--- src/design/swc_map.vh ---
`ifndef SWC_MAP_VH
`define SWC_MAP_VH
// ----------------------------------------
// Wake cause codes
// ----------------------------------------
`define SWC_CAUSE_NONE     2'h0
`define SWC_CAUSE_RESET    2'h1
`define SWC_CAUSE_WATCHDOG 2'h2
`define SWC_CAUSE_IRQ      2'h3
// ----------------------------------------
// Vector and source layout
// ----------------------------------------
`define SWC_IRQ_VECTOR     13'h0004
`define SWC_SRC_COUNT      8
`define SWC_SRC_TIMER1     0
`define SWC_SRC_RECEIVE    1
`define SWC_SRC_ADC        2
`define SWC_SRC_CHANGE     3
`define SWC_SRC_EXT_PIN    4
`define SWC_SRC_CAPTURE1   5
`define SWC_SRC_CAPTURE2   6
`define SWC_SRC_SERIAL     7
// ----------------------------------------
// Reset values
// ----------------------------------------
`define SWC_PD_RESET       1'b1
`define SWC_TO_RESET       1'b1
`endif

--- src/design/swc_wake_gate.v ---
`timescale 1ns/1ps
`include "swc_map.vh"
module swc_wake_gate #(
  parameter N = `SWC_SRC_COUNT
) (
  input  wire [N-1:0] flags,
  input  wire [N-1:0] enables,
  input  wire [N-1:0] capable,
  output wire         irq_wake
);
  // Clockless OR of enabled, sleep-capable pending sources
  assign irq_wake = |(flags & enables & capable);
endmodule // swc_wake_gate

--- src/design/swc_sleep_wakeup_control.v ---
`timescale 1ns/1ps
`include "swc_map.vh"
// Summary of operation
// - Wake from sleep on reset pin, enabled watchdog, or interrupt.
// - Reset-pin wake fully resets; watchdog and interrupt wakes resume execution.
// - Power-down flag set at power-up, cleared by sleep instruction.
// - Time-out flag cleared on a watchdog wake.
// - Timer-one wakes only as an asynchronous counter.
// - Receive interrupt wakes only in synchronous slave mode.
// - Conversion completion wakes only with internal RC clock.
// - Pin change, external pin and both capture units may wake.
// - Serial port wakes only as SPI or I2C slave.
// - No other peripheral interrupts while asleep.
// - Sleep instruction prefetches the instruction at next address.
// - Interrupt wakes need individual enable, regardless of global enable.
// - Global enable clear: resume after sleep without vectoring.
// - Global enable set: execute next instruction, then branch to vector.
// - Pending enabled source at sleep wakes immediately; sleep still completes.
// - Watchdog counter cleared on every wake.
// - Sleep with watchdog enabled clears counter, leaves it running.
// - Entering sleep sets time-out flag.
// - Entering sleep turns off the main oscillator driver.
module swc_sleep_wakeup_control #(
  parameter N = `SWC_SRC_COUNT
) (
  // Clock, reset and core side
  input  wire         ref_clk,
  input  wire         reset,
  input  wire         power_up,
  input  wire         sleep_exec,
  input  wire [12:0]  pc,
  // Wake sources and watchdog
  input  wire         external_reset_pin_n,
  input  wire         watchdog_enable,
  input  wire         watchdog_timeout,
  input  wire         global_interrupt_enable,
  input  wire [N-1:0] irq_flags,
  input  wire [N-1:0] irq_enables,
  // Sleep-capable qualifiers
  input  wire         timer_one_async,
  input  wire         receive_sync_slave,
  input  wire         adc_rc_clock,
  input  wire         sync_serial_port_slave,
  // Sleep state and status
  output reg          asleep,
  output wire         osc_driver_on,
  output reg          power_down_flag,
  output reg          time_out_flag,
  output wire         watchdog_clear,
  output wire         device_reset,
  output wire         wake_request,
  // Resume control
  output reg          prefetch_valid,
  output reg  [12:0]  prefetch_addr,
  output reg          vector_pending,
  output reg  [12:0]  vector_addr,
  output reg  [1:0]   wake_cause,
  output wire         peripheral_clk_en
);
  // ----------------------------------------
  // States
  // ----------------------------------------
  localparam ST_RUN   = 2'h0;
  localparam ST_SLEEP = 2'h1;
  localparam ST_WAKE  = 2'h2;

  // ----------------------------------------
  // Internal signals
  // ----------------------------------------
  reg  [1:0]   state;
  reg  [1:0]   next_state;
  wire [N-1:0] capable;
  wire         irq_wake;
  wire         rst_req;
  wire         wdt_wake;
  wire         wake_evt;
  wire         sleep_take;
  wire         wdt_clr_entry;
  wire         wdt_clr_wake;
  reg          next_asleep;
  reg          next_power_down_flag;
  reg          next_time_out_flag;
  reg          next_prefetch_valid;
  reg  [12:0]  next_prefetch_addr;
  reg          next_vector_pending;
  reg  [1:0]   next_wake_cause;

  // ----------------------------------------
  // Decode helpers
  // ----------------------------------------
  // Sleep instruction is only taken while running
  function take_sleep;
    input       exec;
    input [1:0] st;
    begin
      take_sleep = exec & (st == ST_RUN);
    end
  endfunction

  // Wake event only counts while asleep
  function take_wake;
    input       evt;
    input [1:0] st;
    begin
      take_wake = evt & (st == ST_SLEEP);
    end
  endfunction

  // ----------------------------------------
  // Wake qualification
  // ----------------------------------------
  // Timer one keeps counting only as an asynchronous counter
  assign capable[`SWC_SRC_TIMER1]   = timer_one_async;

  // Receiver clocked from outside only as synchronous slave
  assign capable[`SWC_SRC_RECEIVE]  = receive_sync_slave;

  // Converter needs its own RC clock to finish
  assign capable[`SWC_SRC_ADC]      = adc_rc_clock;

  // Pin change, external pin and captures need no clock
  assign capable[`SWC_SRC_CHANGE]   = 1'b1;
  assign capable[`SWC_SRC_EXT_PIN]  = 1'b1;
  assign capable[`SWC_SRC_CAPTURE1] = 1'b1;
  assign capable[`SWC_SRC_CAPTURE2] = 1'b1;

  // Serial port clocked from outside only as slave
  assign capable[`SWC_SRC_SERIAL]   = sync_serial_port_slave;

  // Enable-gated OR, global enable not involved
  swc_wake_gate #(.N(N)) u_gate (
    .flags    (irq_flags),
    .enables  (irq_enables),
    .capable  (capable),
    .irq_wake (irq_wake)
  );

  // Reset pin request, active low
  assign rst_req      = ~external_reset_pin_n;

  // Watchdog wake only while enabled
  assign wdt_wake     = watchdog_enable & watchdog_timeout;

  // Any wake event, no clock needed
  assign wake_evt     = rst_req | wdt_wake | irq_wake;

  // Wake request only from the sleeping state
  assign wake_request = take_wake(wake_evt, state);

  // Reset pin forces a full device reset
  assign device_reset = rst_req;

  // ----------------------------------------
  // Clock gating toward the core
  // ----------------------------------------
  // Oscillator driver off in sleep
  assign osc_driver_on     = (state != ST_SLEEP);

  // Peripheral clocks follow the oscillator
  assign peripheral_clk_en = osc_driver_on;

  // ----------------------------------------
  // Sleep entry and watchdog clear
  // ----------------------------------------
  // Sleep instruction accepted
  assign sleep_take = take_sleep(sleep_exec, state);

  // Counter cleared on sleep entry, keeps running
  assign wdt_clr_entry = sleep_take;

  // Counter cleared on every wake
  assign wdt_clr_wake = wake_request;

  // Either clear reaches the watchdog
  assign watchdog_clear = wdt_clr_entry | wdt_clr_wake;

  // ----------------------------------------
  // State machine
  // ----------------------------------------
  // Next state
  always @* begin
    next_state = state;
    case (state)
      ST_RUN: begin
        // Running: wait for the sleep instruction
        if (sleep_exec) begin
          next_state = ST_SLEEP;
        end
      end
      ST_SLEEP: begin
        // Asleep: wait for any wake event
        if (wake_evt) begin
          next_state = ST_WAKE;
        end
      end
      ST_WAKE: begin
        // Waking: one cycle, then resume
        next_state = ST_RUN;
      end
      default: begin
        next_state = ST_RUN;
      end
    endcase
  end

  // State register, reset pin wake forces full reset
  always @(posedge ref_clk or posedge reset) begin
    if (reset) begin
      state <= ST_RUN;
    end else if (rst_req) begin
      state <= ST_RUN;
    end else begin
      state <= next_state;
    end
  end

  // Asleep next value, reset pin always wins
  always @* begin
    next_asleep = (next_state == ST_SLEEP) & ~rst_req;
  end

  // Asleep indication register
  always @(posedge ref_clk or posedge reset) begin
    if (reset) begin
      asleep <= 1'b0;
    end else begin
      asleep <= next_asleep;
    end
  end

  // ----------------------------------------
  // Status flags
  // ----------------------------------------
  // Power-down flag next value
  always @* begin
    next_power_down_flag = power_down_flag;
    if (power_up) begin
      next_power_down_flag = 1'b1;
    end else if (sleep_take) begin
      next_power_down_flag = 1'b0;
    end
  end

  // Power-down flag register
  always @(posedge ref_clk or posedge reset) begin
    if (reset) begin
      power_down_flag <= `SWC_PD_RESET;
    end else begin
      power_down_flag <= next_power_down_flag;
    end
  end

  // Time-out flag next value, power-up wins over watchdog wake
  always @* begin
    next_time_out_flag = time_out_flag;
    if (power_up) begin
      next_time_out_flag = 1'b1;
    end else if (wake_request & wdt_wake & ~rst_req) begin
      next_time_out_flag = 1'b0;
    end else if (sleep_take) begin
      next_time_out_flag = 1'b1;
    end
  end

  // Time-out flag register
  always @(posedge ref_clk or posedge reset) begin
    if (reset) begin
      time_out_flag <= `SWC_TO_RESET;
    end else begin
      time_out_flag <= next_time_out_flag;
    end
  end

  // ----------------------------------------
  // Prefetch and resume
  // ----------------------------------------
  // Next instruction fetched during sleep instruction
  always @* begin
    next_prefetch_valid = prefetch_valid;
    next_prefetch_addr  = prefetch_addr;
    if (rst_req) begin
      next_prefetch_valid = 1'b0;
    end else if (sleep_take) begin
      next_prefetch_valid = 1'b1;
      next_prefetch_addr  = pc + 13'h0001;
    end else if (state == ST_WAKE) begin
      next_prefetch_valid = 1'b0;
    end
  end

  // Prefetch registers
  always @(posedge ref_clk or posedge reset) begin
    if (reset) begin
      prefetch_valid <= 1'b0;
      prefetch_addr  <= 13'h0000;
    end else begin
      prefetch_valid <= next_prefetch_valid;
      prefetch_addr  <= next_prefetch_addr;
    end
  end

  // Resume decision taken at the wake edge
  always @* begin
    next_vector_pending = vector_pending;
    next_wake_cause     = wake_cause;
    if (rst_req) begin
      next_vector_pending = 1'b0;
      next_wake_cause     = `SWC_CAUSE_RESET;
    end else if (wake_request) begin
      if (wdt_wake) begin
        next_vector_pending = 1'b0;
        next_wake_cause     = `SWC_CAUSE_WATCHDOG;
      end else begin
        // Clear: continue after sleep; set: one instruction then vector
        next_vector_pending = global_interrupt_enable;
        next_wake_cause     = `SWC_CAUSE_IRQ;
      end
    end else if (sleep_take) begin
      next_vector_pending = 1'b0;
      next_wake_cause     = `SWC_CAUSE_NONE;
    end
  end

  // Resume registers
  always @(posedge ref_clk or posedge reset) begin
    if (reset) begin
      vector_pending <= 1'b0;
      wake_cause     <= `SWC_CAUSE_NONE;
    end else begin
      vector_pending <= next_vector_pending;
      wake_cause     <= next_wake_cause;
    end
  end

  // Interrupt vector address, fixed
  always @(posedge ref_clk or posedge reset) begin
    if (reset) begin
      vector_addr <= `SWC_IRQ_VECTOR;
    end else begin
      vector_addr <= `SWC_IRQ_VECTOR;
    end
  end
endmodule // swc_sleep_wakeup_control

--- config.mk ---
export PLATFORM = sky130hd
export DESIGN_NAME = swc_sleep_wakeup_control
export DESIGN_NICKNAME = d
export VERILOG_FILES = /design/src/design/swc_wake_gate.v /design/src/design/swc_sleep_wakeup_control.v
export VERILOG_INCLUDE_DIRS = /design/src /design/src/design
export SDC_FILE = /design/constraint.sdc
export NUM_CORES = 1
export LEC_CHECK = 0
export BUFFER_PORTS_ARGS = -buffer_cell sky130_fd_sc_hd__clkbuf_2
export CAP_MARGIN = 20
export CORE_MARGIN = 5
export CORE_UTILIZATION = 39
export CTS_BUF_LIST = sky130_fd_sc_hd__clkbuf_4 sky130_fd_sc_hd__clkbuf_8
export CTS_CLUSTER_DIAMETER = 200
export DETAILED_ROUTE_END_ITERATION = 10
export PLACE_DENSITY = 0.78
export SLEW_MARGIN = 20
export SYNTH_ARGS = -nofsm -noshare
export SYNTH_HDL_FRONTEND = slang
export SYNTH_HIERARCHICAL = 1
export SYNTH_SLANG_ARGS = --single-unit
--- constraint.sdc ---
create_clock -name ref_clk -period 1.6 [get_ports ref_clk]
set_input_delay 0.24 -clock ref_clk [delete_from_list [all_inputs] [get_ports ref_clk]]
set_output_delay 0.24 -clock ref_clk [all_outputs]
set_load 0.01 [all_outputs]
; After elaboration in Yosys (flattened, before gate mapping)
; Cells that the tools add are included.
[totals]
regBits = 22
latchBits = 0
ram_bits = 0
romBits = 0
inputBits = 41
output_inout_bits = 38
elab_cells = 51
n_memories = 0
[op_classes]
addsub = 1
multipliers = 0
div_mod_pow = 0
magnitude_cmp = 0
eq_ne = 6
shifts = 0
mux = 19
n_bitwise = 12
reduce_logical = 5
[op_table]
columns = cell, n
row1 = 8-bit AND, 2
row2 = "13-bit by 1-bit adder with 13-bit output, second input constant", 1
row3 = 1-bit two-way mux, 12
row4 = 2-bit two-way mux, 6
row5 = 8-bit OR reduction, 1
row6 = 1-bit AND, 6
row7 = "3-bit by 1-bit inequality test with 1-bit output, second input constant", 2
row8 = "2-bit by 1-bit == test with 1-bit output, second input constant", 2
row9 = 2-bit one-hot mux with 2 select lines, 1
row10 = 1-bit bitwise OR, 3
row11 = 3-bit nonzero test, 1
row12 = "2-bit == test, second input constant", 1
row13 = 2-bit zero test, 1
row14 = "2-bit by 1-bit inequality test with 1-bit output, second input constant", 1
row15 = 2-bit AND reduction, 1
row16 = 2-bit nonzero test, 1
row17 = 1-bit inverter, 1

; Logic depth before layout (Yosys ltp)
[logic_depth]
depth_word = 9
ltp_mapped = 8
mapped_depth_nobuf = 8

; Hierarchy
; The synthesis kept the hierarchy.
[modules_own_cells]
columns = module, n_inst, cells_each, area_each_um2, seq_area_each_um2
row1 = swc_sleep_wakeup_control, 1, 127, 1163.6, 553.0
row2 = swc_wake_gate, 1, 10, 63.8, 0.0

; Least setup slack after synthesis
; No wires, ideal clock.
[synth_timing]
path_type = input to output
start = input port receive_sync_slave
end = output port watchdog_clear
t_arrival_ps = 1418
t_required_ps = 1360
slack_ps = -58
path_stages = 6
path_buffers = 0
path_cell_list = and3_1 a311oi_2 nand4_1 a21oi_1 a21oi_1 or2_2
[synth_via]
elab_chain_len = 5
[synth_lines]
columns = item, line_no
row1 = "start, declared", swc_sleep_wakeup_control.v:41  ; input wire receive_sync_slave,
row2 = 8-bit AND, swc_wake_gate.v:12  ; assign irq_wake = |(flags & enables & capable);
row3 = 8-bit OR reduction, swc_wake_gate.v:12
row4 = via irq_wake, swc_sleep_wakeup_control.v:73  ; wire irq_wake;
row5 = 1-bit bitwise OR, swc_sleep_wakeup_control.v:145  ; assign wake_evt = rst_req | wdt_wake | irq_wake;
row6 = 1-bit AND, swc_sleep_wakeup_control.v:105  ; take_wake = evt & (st == ST_SLEEP);
row7 = via wake_request, swc_sleep_wakeup_control.v:51  ; output wire wake_request,
row8 = 1-bit bitwise OR, swc_sleep_wakeup_control.v:175  ; assign watchdog_clear = wdt_clr_entry | wdt_clr_wake;
row9 = "end, declared", swc_sleep_wakeup_control.v:49  ; output wire watchdog_clear,
; The timed path passes the listed nets, and every way through them passes these cells.

; Worst setup path after layout
[layout_timing]
start = input port irq_flags[6]
end = output port watchdog_clear
[layout_via]
elab_chain_len = 6
[layout_lines]
columns = item, line_no
row1 = "start, declared", swc_sleep_wakeup_control.v:37  ; input wire [N-1:0] irq_flags,
row2 = 8-bit AND (2 in a row), swc_wake_gate.v:12
row3 = 8-bit OR reduction, swc_wake_gate.v:12
row4 = via irq_wake, swc_sleep_wakeup_control.v:73
row5 = 1-bit bitwise OR, swc_sleep_wakeup_control.v:145
row6 = 1-bit AND, swc_sleep_wakeup_control.v:105
row7 = 1-bit bitwise OR, swc_sleep_wakeup_control.v:175
; The timed path passes the listed nets, and every way through them passes these cells.

==> reports/results.txt <==
post-synthesis cell type count -> 35
number of synthesized flops with an enable pin -> 0
Comb power frac -> 0.309
Netlist Area Pre-Place -> 0.00123 sq mm
most frequent cells in the layout -> clkbuf_2 (62), dfrtp_1 (20), buf_4 (18)
H-tree depth -> 1
CTS max path bufs -> 2
Final ANT Viol Nets -> 0
Starting Density -> 0.405
clk slew on worst S/H paths -> 120 ps
Worst-Skew Late Latency -> 310 ps
max_cap viols -> 0
Seq pwr share -> 0.425
via count -> 1,238
async set-reset flop share out of synthesis -> 1.00
Max rail drop VDD -> 1290 uV
R2R setup slack -> 90 ps
Pwr Total -> 0.00161 W
number of sinks on the clock net -> 22
reg2reg start -> state[1]
Die ar. -> 0.00437 sq mm
Slew Viols, Final -> 0
Switch Pwr -> 0.000482 W
routed len/inst -> 13.2 microns
Remaining Overflow, GRT -> 0
DP Wirelength -> 2.60 mm
unrepaired setup endpoints after global routing -> true
status -> finished with violations
endpoints failing setup -> 2
Die Wd -> 66.1 microns
crit path DAT -> 1470 ps
fill count -> 266
CP required -> 1360 ps
Synth top area share -> 0.408
Final Cycle Share -> 1.07
largest cells by area after synthesis -> dfrtp_1 (41%), buf_4 (8.6%), a21oi_1 (7.3%)
Max Clock Freq -> 0.586 GHz
initial DRC count -> 46
fin cells -> 271
Mean Syn Cell Area -> 8.96 sq um
I/O Pins -> 79
Layout Area Growth over Synthesis -> 51.6%
CTS buffer count -> 3
pre-CTS setup slack -> -171 ps
PD cells -> 868 mW/mm^2
HP Class -> input port to register
first-pass GRT wire length -> 5.55 mm
CP Capture Type -> primary output
Rows -> 20
Crit Path Category -> input port to primary output
Post-Route WL -> 3.57 mm
reg2reg end -> prefetch_addr[12]
part of the power in the clock network -> 0.266
synthesis warning total -> 6
Root Buffer -> clkbuf_4
Int Pwr -> 0.00113 W
Final Hold Fails -> 0
CP max FO -> 2
Setup crit start -> irq_flags[6]
register area share after synthesis -> 0.451
Synth Instances -> 137
Min Clock Period, post-route -> 1710 ps
Vias/cell -> 4.57
final RePlAce weighted congestion -> 0.784
# placed instances -> 257
failing checks -> setup timing
Die Ht -> 66.1 microns
layout cells sized above 1 -> 0.489
fin util -> 0.614
#FFs+latches synth -> 22
most common cell after layout, fill and taps aside -> clkbuf_2
Worst Skew -> 1.12 ps
Synth area leader -> dfrtp_1
crit path to -> watchdog_clear
pin count of the biggest net entering global routing -> 23
nets@finish -> 270
P_leak -> 0.929 nW
ys flop type -> dfrtp_1
CTS tree -> yes
hold_ws -> 113 ps
Startpoint Class -> input port
initial antenna violation count -> 0
drt pass-1 iters -> 4
final setup margin -> -107 ps
R2R cell count -> 5
vias in the first global route -> 1,264
# DRC -> 0
GR Util All Layers -> 0.166
Core Region -> 0.00303 sq mm
Diodes inserted -> 0
Sw Ratio -> 0.298
Buffers on Ports -> 65
[state kept, by name (all words and copies together) (netlist names)]
signal           count
asleep               1
power_down_flag      1
wake_cause           2
prefetch_valid       1
time_out_flag        1
vector_pending       1
state                2
prefetch_addr       13
[logic make-up (layout without fill, tap and decap cells)]
logic type,after synthesis,count (layout),share of synthesized area
adders and majority gates,1,1,0.0102
and+or+nand+nor,53,53,0.216
muxes,1,1,0.00917
AOI/OAI and AO/OA,26,26,0.124
other,2,17,0.00612
xor gates and xnor gates,10,10,0.0714
DFF,22,22,0.451
buffers and inverters,22,97,0.112
[power by group through the flow]
stage / clock, W / sequential, W / combinational (W)
after floorplan: 0 / 0.000730 / 0.000198
after global placement: 0 / 0.000693 / 0.000411
after detailed placement: 0 / 0.000697 / 0.000422
after CTS: 0.000448 / 0.000688 / 0.000470
after global routing: 0.000471 / 0.000700 / 0.000548
final: 0.000430 / 0.000686 / 0.000499
[per-layer routing]
metal / vias up / share of wire / GRT usage / wire [microns]
met4: 0 / 0.020 / 0.0635 / 71
met1: 566 / 0.40 / 0.183 / 1420
met5: - / 0 / 0 / 0
met3: 8 / 0.060 / 0.0459 / 214
met2: 48 / 0.52 / 0.299 / 1870
li1: 616 / - / - / -
[worst min path at each step]
stage	depth (start not counted)	startpoint	to
4_1_cts	2	power_up	power_down_flag
2_1_floorplan	1	reset	asleep
5_1_grt	2	power_up	time_out_flag
6_report	2	power_up	power_down_flag
3_5_place_dp	3	reset	asleep
3_3_place_gp	3	reset	asleep
[worst max-delay path, stage by stage]
cell and delay [ps]:
buf_6 90, nand3_2 60, nand2_1 60, a311oi_2 240
nand4_1 140, a21oi_2 180, a21oi_2 100, or2_4 240
buf_6 120
[cell type report]
type,count,area [sq um],area share
clock buffers,3,22.5,0.0121
flip-flops and latches,22,553,0.297
repair buffers,88,534,0.287
multi-input cells,108,647,0.348
inverters,5,18.8,0.0101
clock inverters,1,30.0,0.0161
well taps,44,55.1,0.0296
[timing repair]
action | in CTS | in global routing
pin swaps | 5 | 6
hold endpoints to repair | 20 | 0
endpoints found under the setup margin | 2 | 9
hold buffers | 1 | 0
resized for setup | 8 | 15
buffers inserted | 9 | 2
[synth_stat cells, drive strengths merged, types with 3 or more instances]
cell and instances:
xor2 5, buf 16, xnor2 5, a21oi 18, nand2 9, dfrtp 20
nor2 18, nand3 8, nand4 3, inv 5
[through the flow]
| stage | setup TNS (ps) | instance area [sq um] |
|---|---|---|
| floorplan | 0 | 1290 |
| global placement | -186 | 1650 |
| detailed placement | -384 | 1650 |
| CTS | -178 | 1800 |
| global route | -415 | 1860 |
| finish | -117 | 1860 |
No activity file was read; power rests on OpenSTA's default activity.
